## src/rtl/rcal_params.svh

```systemverilog
// Constants for the calendar and alarm set-point register block.
// Assumes inclusion by the package, the alarm and register modules and the bench.
`ifndef RCAL_PARAMS_SVH
`define RCAL_PARAMS_SVH

// ****************************************************************
// Register indices (byte address is four times the index)
// ****************************************************************
`define RCAL_IDX_MONTH 8'he5
`define RCAL_IDX_YEAR 8'he6
`define RCAL_IDX_HUNDRED 8'he7
`define RCAL_IDX_WAKE_SEC 8'he8
`define RCAL_IDX_WAKE_MIN 8'he9
`define RCAL_IDX_WAKE_HOUR 8'hea
`define RCAL_IDX_CTRL 8'hf0
`define RCAL_IDX_MATCH_EN 8'hf1

// ****************************************************************
// Address layout on the 12-bit APB address
// ****************************************************************
`define RCAL_ADDR_W 12
`define RCAL_IDX_HI 9
`define RCAL_IDX_LO 2

// ****************************************************************
// Field positions
// ****************************************************************
`define RCAL_CTRL_UNLOCK 0
`define RCAL_CTRL_DECIMAL 1
`define RCAL_EN_SECOND 0
`define RCAL_EN_MINUTE 1
`define RCAL_EN_HOUR 2

// ****************************************************************
// Count ranges, held as plain binary values
// ****************************************************************
`define RCAL_MONTH_FIRST 8'h01
`define RCAL_MONTH_LAST 8'h0c
`define RCAL_YEAR_FIRST 8'h00
`define RCAL_YEAR_LAST 8'h63
`define RCAL_HUNDRED_FIRST 8'h00
`define RCAL_HUNDRED_LAST 8'h63

// ****************************************************************
// Reset values of the control fields
// ****************************************************************
`define RCAL_RST_ENABLES 3'h0
`define RCAL_RST_UNLOCK 1'b0
`define RCAL_RST_DECIMAL 1'b0

`endif

```

## src/rtl/rcal_pkg.sv

```systemverilog
// Types and shared arithmetic for the calendar and alarm register block.
// Assumes rcal_params.svh is on the include path.
`include "rcal_params.svh"

package rcal_pkg;

    // ****************************************************************
    // Bus handshake phase
    // ****************************************************************
    typedef enum logic [1:0] {
        RCAL_BUS_IDLE = 2'b00,
        RCAL_BUS_DONE = 2'b01
    } rcal_bus_e;

    // ****************************************************************
    // Whole state of the top module
    // ****************************************************************
    typedef struct packed {
        rcal_bus_e bus;
        logic pready;
        logic pslverr;
        logic [31:0] prdata;
        logic [7:0] month;
        logic [7:0] year;
        logic [7:0] hundred;
        logic [7:0] wake_second;
        logic [7:0] wake_minute;
        logic [7:0] wake_hour;
        logic unlock;
        logic decimal;
        logic [2:0] match_enable;
    } rcal_state_s;

    // ****************************************************************
    // Encoding helpers
    // ****************************************************************
    // Binary 0..99 to two packed decimal digits
    function automatic logic [7:0] rcal_encode(input logic [7:0] bin, input logic decimal);
        logic [3:0] tens;
        logic [3:0] ones;
        tens = 4'(bin / 8'h0a);
        ones = 4'(bin % 8'h0a);
        rcal_encode = decimal ? {tens, ones} : bin;
    endfunction : rcal_encode

    // Add one in the selected encoding, carrying the ones digit at nine
    function automatic logic [7:0] rcal_add_one(input logic [7:0] value, input logic decimal);
        if (decimal && value[3:0] >= 4'h9) begin
            rcal_add_one = {4'(value[7:4] + 4'h1), 4'h0};
        end else begin
            rcal_add_one = 8'(value + 8'h01);
        end
    endfunction : rcal_add_one

endpackage : rcal_pkg

```

## src/rtl/rcal_count_step.sv

```systemverilog
// One calendar counter stage: next value and wrap flag.
// Assumes the caller applies the step only on its carry-in.
`timescale 1ns/1ps

module rcal_count_step
    import rcal_pkg::*;
(
    // Present count
    input wire logic [7:0] value,
    input wire logic decimal,
    // Range in plain binary
    input wire logic [7:0] first,
    input wire logic [7:0] last,
    // Result
    output logic [7:0] next_value,
    output logic at_last
);

    always_comb begin
        // Wrap back to the first value in the selected encoding
        at_last = (value == rcal_encode(last, decimal));
        if (at_last) begin
            next_value = rcal_encode(first, decimal);
        end else begin
            next_value = rcal_add_one(value, decimal);
        end
    end

endmodule : rcal_count_step

```

## src/rtl/rcal_alarm_cmp.sv

```systemverilog
// Alarm comparison of the time-of-day set-points against current counts.
// Assumes count_tick pulses once for every count increment.
`timescale 1ns/1ps
`include "rcal_params.svh"

module rcal_alarm_cmp
    import rcal_pkg::*;
(
    // Clock and reset
    input wire logic mclk,
    input wire logic rst,
    // Evaluation strobe
    input wire logic count_tick,
    // Set-points and enables
    input wire logic [7:0] wake_second,
    input wire logic [7:0] wake_minute,
    input wire logic [7:0] wake_hour,
    input wire logic [2:0] match_enable,
    // Current counts
    input wire logic [7:0] now_second,
    input wire logic [7:0] now_minute,
    input wire logic [7:0] now_hour,
    // Result
    output logic alarm_match
);

    typedef struct packed {
        logic hit;
    } rcal_cmp_s;

    rcal_cmp_s s;
    rcal_cmp_s n;

    always_comb begin
        logic sec_ok;
        logic min_ok;
        logic hour_ok;
        sec_ok = 1'b0;
        min_ok = 1'b0;
        hour_ok = 1'b0;
        n = s;
        // Disabled fields never block a match
        sec_ok = !match_enable[`RCAL_EN_SECOND] || (wake_second == now_second);
        min_ok = !match_enable[`RCAL_EN_MINUTE] || (wake_minute == now_minute);
        hour_ok = !match_enable[`RCAL_EN_HOUR] || (wake_hour == now_hour);
        // With nothing enabled there is no alarm at all
        n.hit = count_tick && (match_enable != 3'h0) && sec_ok && min_ok && hour_ok;
        if (rst) begin
            n.hit = 1'b0;
        end
    end

    always_ff @(posedge mclk) begin
        s <= n;
    end

    assign alarm_match = s.hit;

endmodule : rcal_alarm_cmp

```

## src/rtl/rcal_regs.sv

```systemverilog
// Calendar (month, year, hundred-year) count registers and alarm
// set-points behind an APB slave.
// Assumes the time-of-day counters sit outside and supply the month
// carry, the count tick and the current second, minute and hour fields.
// Reset spares counts and set-points.
// Low byte lane only.
//
// The APB register port was left to the implementer.
`timescale 1ns/1ps
`include "rcal_params.svh"

module rcal_regs
    import rcal_pkg::*;
(
    // Clock and reset
    input wire logic mclk,
    input wire logic rst,
    // APB slave
    input wire logic psel,
    input wire logic penable,
    input wire logic pwrite,
    input wire logic [`RCAL_ADDR_W-1:0] paddr,
    input wire logic [31:0] pwdata,
    output logic pready,
    output logic pslverr,
    output logic [31:0] prdata,
    // From the time-of-day counters
    input wire logic month_carry,
    input wire logic count_tick,
    input wire logic [7:0] now_second,
    input wire logic [7:0] now_minute,
    input wire logic [7:0] now_hour,
    // To the rest of the clock
    output logic decimal_mode,
    output logic clock_unlock,
    output logic [2:0] match_enable,
    output logic [7:0] month_value,
    output logic [7:0] year_value,
    output logic [7:0] hundred_value,
    output logic alarm_match
);

    // ****************************************************************
    // State
    // ****************************************************************
    rcal_state_s s;
    rcal_state_s n;
    // n: next copy of s
    // taken whole each edge

    // Stage outputs
    logic [7:0] month_step;
    logic [7:0] year_step;
    logic [7:0] hundred_step;
    logic month_at_last;
    logic year_at_last;
    logic hundred_at_last;

    // ****************************************************************
    // Address decode
    // ****************************************************************
    // One register per word
    // f0: unlock, decimal
    // f1: match enables
    // Any address with bits outside the index field is unmapped
    function automatic logic rcal_mapped(input logic [`RCAL_ADDR_W-1:0] addr);
        logic [7:0] idx;
        idx = addr[`RCAL_IDX_HI:`RCAL_IDX_LO];
        // Lane and top bits zero
        rcal_mapped = (addr[`RCAL_IDX_LO-1:0] == 2'h0)
            && (addr[`RCAL_ADDR_W-1:`RCAL_IDX_HI+1] == 2'h0)
            && ((idx >= `RCAL_IDX_MONTH && idx <= `RCAL_IDX_WAKE_HOUR)
            || idx == `RCAL_IDX_CTRL || idx == `RCAL_IDX_MATCH_EN);
    endfunction : rcal_mapped

    // Read mux
    function automatic logic [7:0] rcal_read(input rcal_state_s st, input logic [7:0] idx);
        logic [7:0] ctrl;
        // Control byte
        ctrl = 8'h00;
        ctrl[`RCAL_CTRL_UNLOCK] = st.unlock;
        ctrl[`RCAL_CTRL_DECIMAL] = st.decimal;
        case (idx)
            `RCAL_IDX_MONTH: begin
                rcal_read = st.month;
            end
            `RCAL_IDX_YEAR: begin
                rcal_read = st.year;
            end
            `RCAL_IDX_HUNDRED: begin
                rcal_read = st.hundred;
            end
            `RCAL_IDX_WAKE_SEC: begin
                rcal_read = st.wake_second;
            end
            `RCAL_IDX_WAKE_MIN: begin
                rcal_read = st.wake_minute;
            end
            `RCAL_IDX_WAKE_HOUR: begin
                rcal_read = st.wake_hour;
            end
            `RCAL_IDX_CTRL: begin
                rcal_read = ctrl;
            end
            `RCAL_IDX_MATCH_EN: begin
                rcal_read = {5'h00, st.match_enable};
            end
            default: begin
                rcal_read = 8'h00;
            end
        endcase
    endfunction : rcal_read

    // ****************************************************************
    // Calendar counter stages
    // ****************************************************************
    // Stages only propose;
    // a software write
    // may still win
    rcal_count_step u_month_step (
        .value(s.month),
        .decimal(s.decimal),
        .first(`RCAL_MONTH_FIRST),
        .last(`RCAL_MONTH_LAST),
        .next_value(month_step),
        .at_last(month_at_last)
    );

    rcal_count_step u_year_step (
        .value(s.year),
        .decimal(s.decimal),
        .first(`RCAL_YEAR_FIRST),
        .last(`RCAL_YEAR_LAST),
        .next_value(year_step),
        .at_last(year_at_last)
    );

    rcal_count_step u_hundred_step (
        .value(s.hundred),
        .decimal(s.decimal),
        .first(`RCAL_HUNDRED_FIRST),
        .last(`RCAL_HUNDRED_LAST),
        .next_value(hundred_step),
        .at_last(hundred_at_last)
    );

    // ****************************************************************
    // Next state
    // ****************************************************************
    always_comb begin
        logic access;
        logic [7:0] idx;
        logic commit;
        logic year_carry;
        logic hundred_carry;
        access = psel && penable;
        idx = paddr[`RCAL_IDX_HI:`RCAL_IDX_LO];
        commit = 1'b0;
        year_carry = 1'b0;
        hundred_carry = 1'b0;
        n = s;

        // Day->month->year->hundreds
        // Calendar roll-over; the step module applies the active encoding
        if (month_carry) begin
            n.month = month_step;
            year_carry = month_at_last;
        end
        // Only on a month wrap
        if (year_carry) begin
            n.year = year_step;
            hundred_carry = year_at_last;
        end
        // Only on a year wrap
        if (hundred_carry) begin
            n.hundred = hundred_step;
        end
        // The top of the hundreds count has nowhere to carry to
        if (hundred_at_last && hundred_carry) begin
            n.hundred = hundred_step;
        end

        // IDLE takes the access,
        // DONE shows pready
        // One wait state; the write commits at the edge pready is seen high
        case (s.bus)
            RCAL_BUS_IDLE: begin
                // One-cycle pulses
                n.pready = 1'b0;
                n.pslverr = 1'b0;
                if (access) begin
                    n.pready = 1'b1;
                    n.pslverr = !rcal_mapped(paddr);
                    n.prdata = rcal_mapped(paddr) ? {24'h00_0000, rcal_read(s, idx)}
                        : 32'h0000_0000;
                    n.bus = RCAL_BUS_DONE;
                end
            end
            // Next setup may follow
            RCAL_BUS_DONE: begin
                // Mapped only
                commit = access && pwrite && !s.pslverr;
                n.pready = 1'b0;
                n.pslverr = 1'b0;
                n.bus = RCAL_BUS_IDLE;
            end
            default: begin
                // Unused code
                n.pready = 1'b0;
                n.pslverr = 1'b0;
                n.bus = RCAL_BUS_IDLE;
            end
        endcase

        // Lands at the edge ending DONE
        // Software wins over a roll-over in the same cycle
        if (commit) begin
            case (idx)
                `RCAL_IDX_MONTH: begin
                    // Locked: dropped
                    if (s.unlock) begin
                        n.month = pwdata[7:0];
                    end
                end
                `RCAL_IDX_YEAR: begin
                    // Locked: dropped
                    if (s.unlock) begin
                        n.year = pwdata[7:0];
                    end
                end
                `RCAL_IDX_HUNDRED: begin
                    // Locked: dropped
                    if (s.unlock) begin
                        n.hundred = pwdata[7:0];
                    end
                end
                `RCAL_IDX_WAKE_SEC: begin
                    // No lock here
                    n.wake_second = pwdata[7:0];
                end
                `RCAL_IDX_WAKE_MIN: begin
                    n.wake_minute = pwdata[7:0];
                end
                `RCAL_IDX_WAKE_HOUR: begin
                    n.wake_hour = pwdata[7:0];
                end
                `RCAL_IDX_CTRL: begin
                    // No conversion
                    n.unlock = pwdata[`RCAL_CTRL_UNLOCK];
                    n.decimal = pwdata[`RCAL_CTRL_DECIMAL];
                end
                `RCAL_IDX_MATCH_EN: begin
                    n.match_enable = pwdata[2:0];
                end
                default: begin
                    // Already an error
                    n.match_enable = s.match_enable;
                end
            endcase
        end

        // Only the bus answer and
        // control fields reset, so
        // counts survive mid-run
        // Counts and set-points are left alone by reset
        if (rst) begin
            n.bus = RCAL_BUS_IDLE;
            n.pready = 1'b0;
            n.pslverr = 1'b0;
            n.prdata = 32'h0000_0000;
            n.unlock = `RCAL_RST_UNLOCK;
            n.decimal = `RCAL_RST_DECIMAL;
            n.match_enable = `RCAL_RST_ENABLES;
            n.month = s.month;
            n.year = s.year;
            n.hundred = s.hundred;
            n.wake_second = s.wake_second;
            n.wake_minute = s.wake_minute;
            n.wake_hour = s.wake_hour;
        end
    end

    // All fields, every edge
    always_ff @(posedge mclk) begin
        s <= n;
    end

    // ****************************************************************
    // Alarm comparison
    // ****************************************************************
    // Own module: its flop
    // is the alarm_match port
    // Its reset clears the pulse
    rcal_alarm_cmp u_alarm (
        .mclk(mclk),
        .rst(rst),
        .count_tick(count_tick),
        .wake_second(s.wake_second),
        .wake_minute(s.wake_minute),
        .wake_hour(s.wake_hour),
        .match_enable(s.match_enable),
        .now_second(now_second),
        .now_minute(now_minute),
        .now_hour(now_hour),
        .alarm_match(alarm_match)
    );

    // ****************************************************************
    // Outputs, all straight from state flops
    // ****************************************************************
    // Each port is a state field
    assign pready = s.pready;
    assign pslverr = s.pslverr;
    assign prdata = s.prdata;
    // Control fields
    assign decimal_mode = s.decimal;
    assign clock_unlock = s.unlock;
    assign match_enable = s.match_enable;
    // Live counts
    assign month_value = s.month;
    assign year_value = s.year;
    assign hundred_value = s.hundred;

endmodule : rcal_regs

```

## config.mk

```make
export PLATFORM = sky130hd
export DESIGN_NAME = rcal_regs
export DESIGN_NICKNAME = d
export VERILOG_FILES = /design/src/rtl/rcal_pkg.sv /design/src/rtl/rcal_count_step.sv /design/src/rtl/rcal_alarm_cmp.sv /design/src/rtl/rcal_regs.sv
export VERILOG_INCLUDE_DIRS = /design/src /design/src/rtl
export SDC_FILE = /design/constraint.sdc
export NUM_CORES = 1
export LEC_CHECK = 0
export ABC_AREA = 1
export BUFFER_PORTS_ARGS = -buffer_cell sky130_fd_sc_hd__buf_4
export CORE_UTILIZATION = 40
export CTS_CLUSTER_SIZE = 30
export DETAILED_ROUTE_END_ITERATION = 8
export PLACE_DENSITY_LB_ADDON = 0.12
export SYNTH_ARGS = -nofsm -noshare
export SYNTH_HDL_FRONTEND = slang
export SYNTH_HIERARCHICAL = 1
export SYNTH_SLANG_ARGS = --single-unit
```

## constraint.sdc

```tcl
create_clock -name mclk -period 4.21 [get_ports mclk]
set_input_delay 0.842 -clock mclk [delete_from_list [all_inputs] [get_ports mclk]]
set_output_delay 0.842 -clock mclk [all_outputs]
set_load 0.05 [all_outputs]
```

==> results.toml <==
[clocking]
postCtsResizedCells = 0
postCtsHoldBufs = 0
clk_latency_ns = 0.34
tritoncts_clock_tree = "built"
cts-root-to-sink-buffers = 2
cts.htree.levels = 3
clkSinkCount = 65
postCtsSetupBuffers = 0
cts-buffers-inserted = 9
cts.clk_slew.worst_paths_ns = 0.06
clock-root-buffer = "clkbuf_16"

[global_route]
global_route.usage.total_pct = 19.77
grt_antenna_before_repair = 0
grt_start_max_net_pins = 60
grt_remaining_overflow = 0
first_global_vias = 7502
grt_first_pass_wirelength_mm = 34.96

[place]
port_buffers = 90
dp.final_hpwl_mm = 16.87
placed_area_mm2 = 0.009480
place_congestion = 0.8164

[timing]
timing.max_slew.rel_slack_pct = 50.04
setup-violations-final = 0
worst-slew-pin-transition_ns = 0.7467
layout_min_cycle_time_ns = 2.940
timing_max_transition_violations_final = 0
share_of_the_clock_period_used_by_the_worst_path_after_layout_pct = 69.84
finalHoldViolCount = 0
fin_skew_ns = 0.009494
clock.fmax_mhz = 340.1
setup_repair_after_global_routing_missed_its_margin = "no"
setup-tns-final_ns = 0

[min_path]
worst_hold_path.num_cells = 2
worst_hold_path_type = "flip-flop to flip-flop"

[critical_path]
ff2ff_path_depth = 13
timing.critical_path.max_delay_family = "simple AND/OR/NAND/NOR gates"
crit_path_cell_trace = "clkinv_1 -> o21ai_0 -> xor2_1 -> nor3_1 -> nand3_1 -> inv_1 -> nand4_4 -> inv_1 -> nand2_2 -> inv_2 -> nand2_1 -> o21ai_0 -> o22ai_1"
critical_path_peak_fanout = 11
cp.depth = 13
critical-path-max-stage-delay_ns = 0.35
r2r_slack_ns = 1.27
worst_path_required_time_ns = 4.29
crit_path_end_kind = "flip-flop"
criticalPathCategory = "flip-flop to flip-flop"
worst-path-buf-inv = 4
cp_data_arrival_time_ns = 3.02
worst_setup_path_start_kind = "flip-flop"
slowest_stage_cell_crit_path = "dfxtp_2"

[yosys]
syn_area_mm2 = 0.008319
synthesis.instances = 1344
syn_area_per_cell_um2 = 6.190
ys_warn_count = 6

[final_layout]
final_design_area_no_fill_mm2 = 0.009753
layout.core_utilization_pct = 48.05
nets = 1642
final.fill_count = 2245
area_occupied_by_multi_input_gates_mm2 = 0.005906
register_area_mm2 = 0.001783
antennaDiodeCount = 0
layout-area-overhead-vs-synth_pct = 17.24
layout_cell_share_with_drive_strength_beyond_1_pct = 13.55

[routing]
detail_route.wl_per_cell_um = 11.49
detail_route.drc_violations = 0
antenna_violating_nets_post_route = 0
firstDrtPassIters = 7
detailedRoute.firstIterationViolations = 534
routed_via_density = 4.596
wirelength_mm = 20.99
via_count_of_the_routed_design = 8397

[power]
cell_internal_pwr_uw = 1408
power_leakage_uw = 0.005250
power.share.sequential_pct = 32.4
power.combinational.fraction_pct = 38.0
pwr-share-clk_pct = 29.6
p_total_uw = 2313
power_per_cell_area_mw_per_mm2 = 237.1
power_dissipated_by_switching_net_loads_uw = 904.6
ir_drop_uv = 227.8
switching_share_pct = 39.11

[status]
outcome = "finished, final reports clean"

[die]
initial_utilization_pct = 40.98
die_w_um = 146.2
placement_rows = 52
io_pins = 139
floorplan.die_area_mm2 = 0.02138
floorplan.core_area_mm2 = 0.02030
y_dimension_of_the_die_um = 146.2

[flow_run]
max_cap_viol_count = 0
-- final timing paths --
check | from | end
max | decimal_mode | hundred_value[4]
min reg2reg | prdata[2] | prdata[2]
min | prdata[2] | prdata[2]
max reg2reg | decimal_mode | hundred_value[4]
-- worst reg2reg max path, cell delays in order, from the launching register on --
cell	delay, ns
dfxtp_2	0.35
clkinv_1	0.25
o21ai_0	0.29
xor2_1	0.10
nor3_1	0.15
nand3_1	0.09
inv_1	0.11
nand4_4	0.18
inv_1	0.11
nand2_2	0.14
inv_2	0.17
nand2_1	0.33
o21ai_0	0.30
o22ai_1	0.12
-- placed cells by master (no fill, tap or decap), drive strengths merged --
cell and count:
o31ai 4, o21bai 6, o2111ai 3, nor4 1, dfxtp 17, clkinv 6, or2 3, xor2 33
nand2 466, nand4 50, o211ai 6, nor2 109, clkinvlp 3, nor3 9, buf 93, ha 15
nand3 150, a21o 8, xnor2 17, o21ai 48, edfxtp 48, mux2i 5, clkbuf 10, inv 195
o22ai 9, a31oi 6, a21boi 1, o32ai 13, a21oi 43, conb 180
-- power by group through the flow --
stage / logic, uW / registers (uW) / clock network [uW]
6_report: 879 / 749 / 684
5_1_grt: 1000 / 752 / 715
4_1_cts: 817 / 750 / 694
3_5_place_dp: 815 / 763 / 0
3_3_place_gp: 813 / 763 / 0
2_1_floorplan: 743 / 746 / 0
-- stage by stage --
step | cells | hold WS (ns) | setup WS, ns
6_report | 1827 | 0.4651 | 1.270
5_1_grt | 1827 | 0.4796 | 1.006
4_1_cts | 1827 | 0.4665 | 1.277
3_5_place_dp | 1811 | 0.4576 | 1.284
3_3_place_gp | 1811 | 0.4543 | 1.295
2_1_floorplan | 1522 | 0.4457 | 1.277
-- metal layers --
layer / wire length [um] / share of wire, % / vias up / GRT usage, %
met5: 0 / 0 / - / 0
met4: 77 / 0.37 / 0 / 2.240
met3: 951 / 4.5 / 5 / 2.781
met2: 10020 / 48 / 155 / 34.79
met1: 9941 / 47 / 3684 / 26.29
li1: - / - / 4553 / -
-- area by class of cell --
type | count | area share, %
inverter | 198 | 7.620
sequential | 65 | 18.28
clock inverter | 6 | 0.4490
tap | 270 | 3.464
multi-input combinational | 1185 | 60.55
clock buffer | 10 | 2.348
timing repair buffer | 93 | 7.287
-- flip-flops by register name (all words and copies together), names as in the netlist --
signal               cells
s                       25
hundred_value            8
month_value              8
prdata                   8
year_value               8
match_enable             3
clock_unlock             1
decimal_mode             1
pready                   1
pslverr                  1
u_alarm/alarm_match      1
No activity file was read; power rests on OpenSTA's default activity.
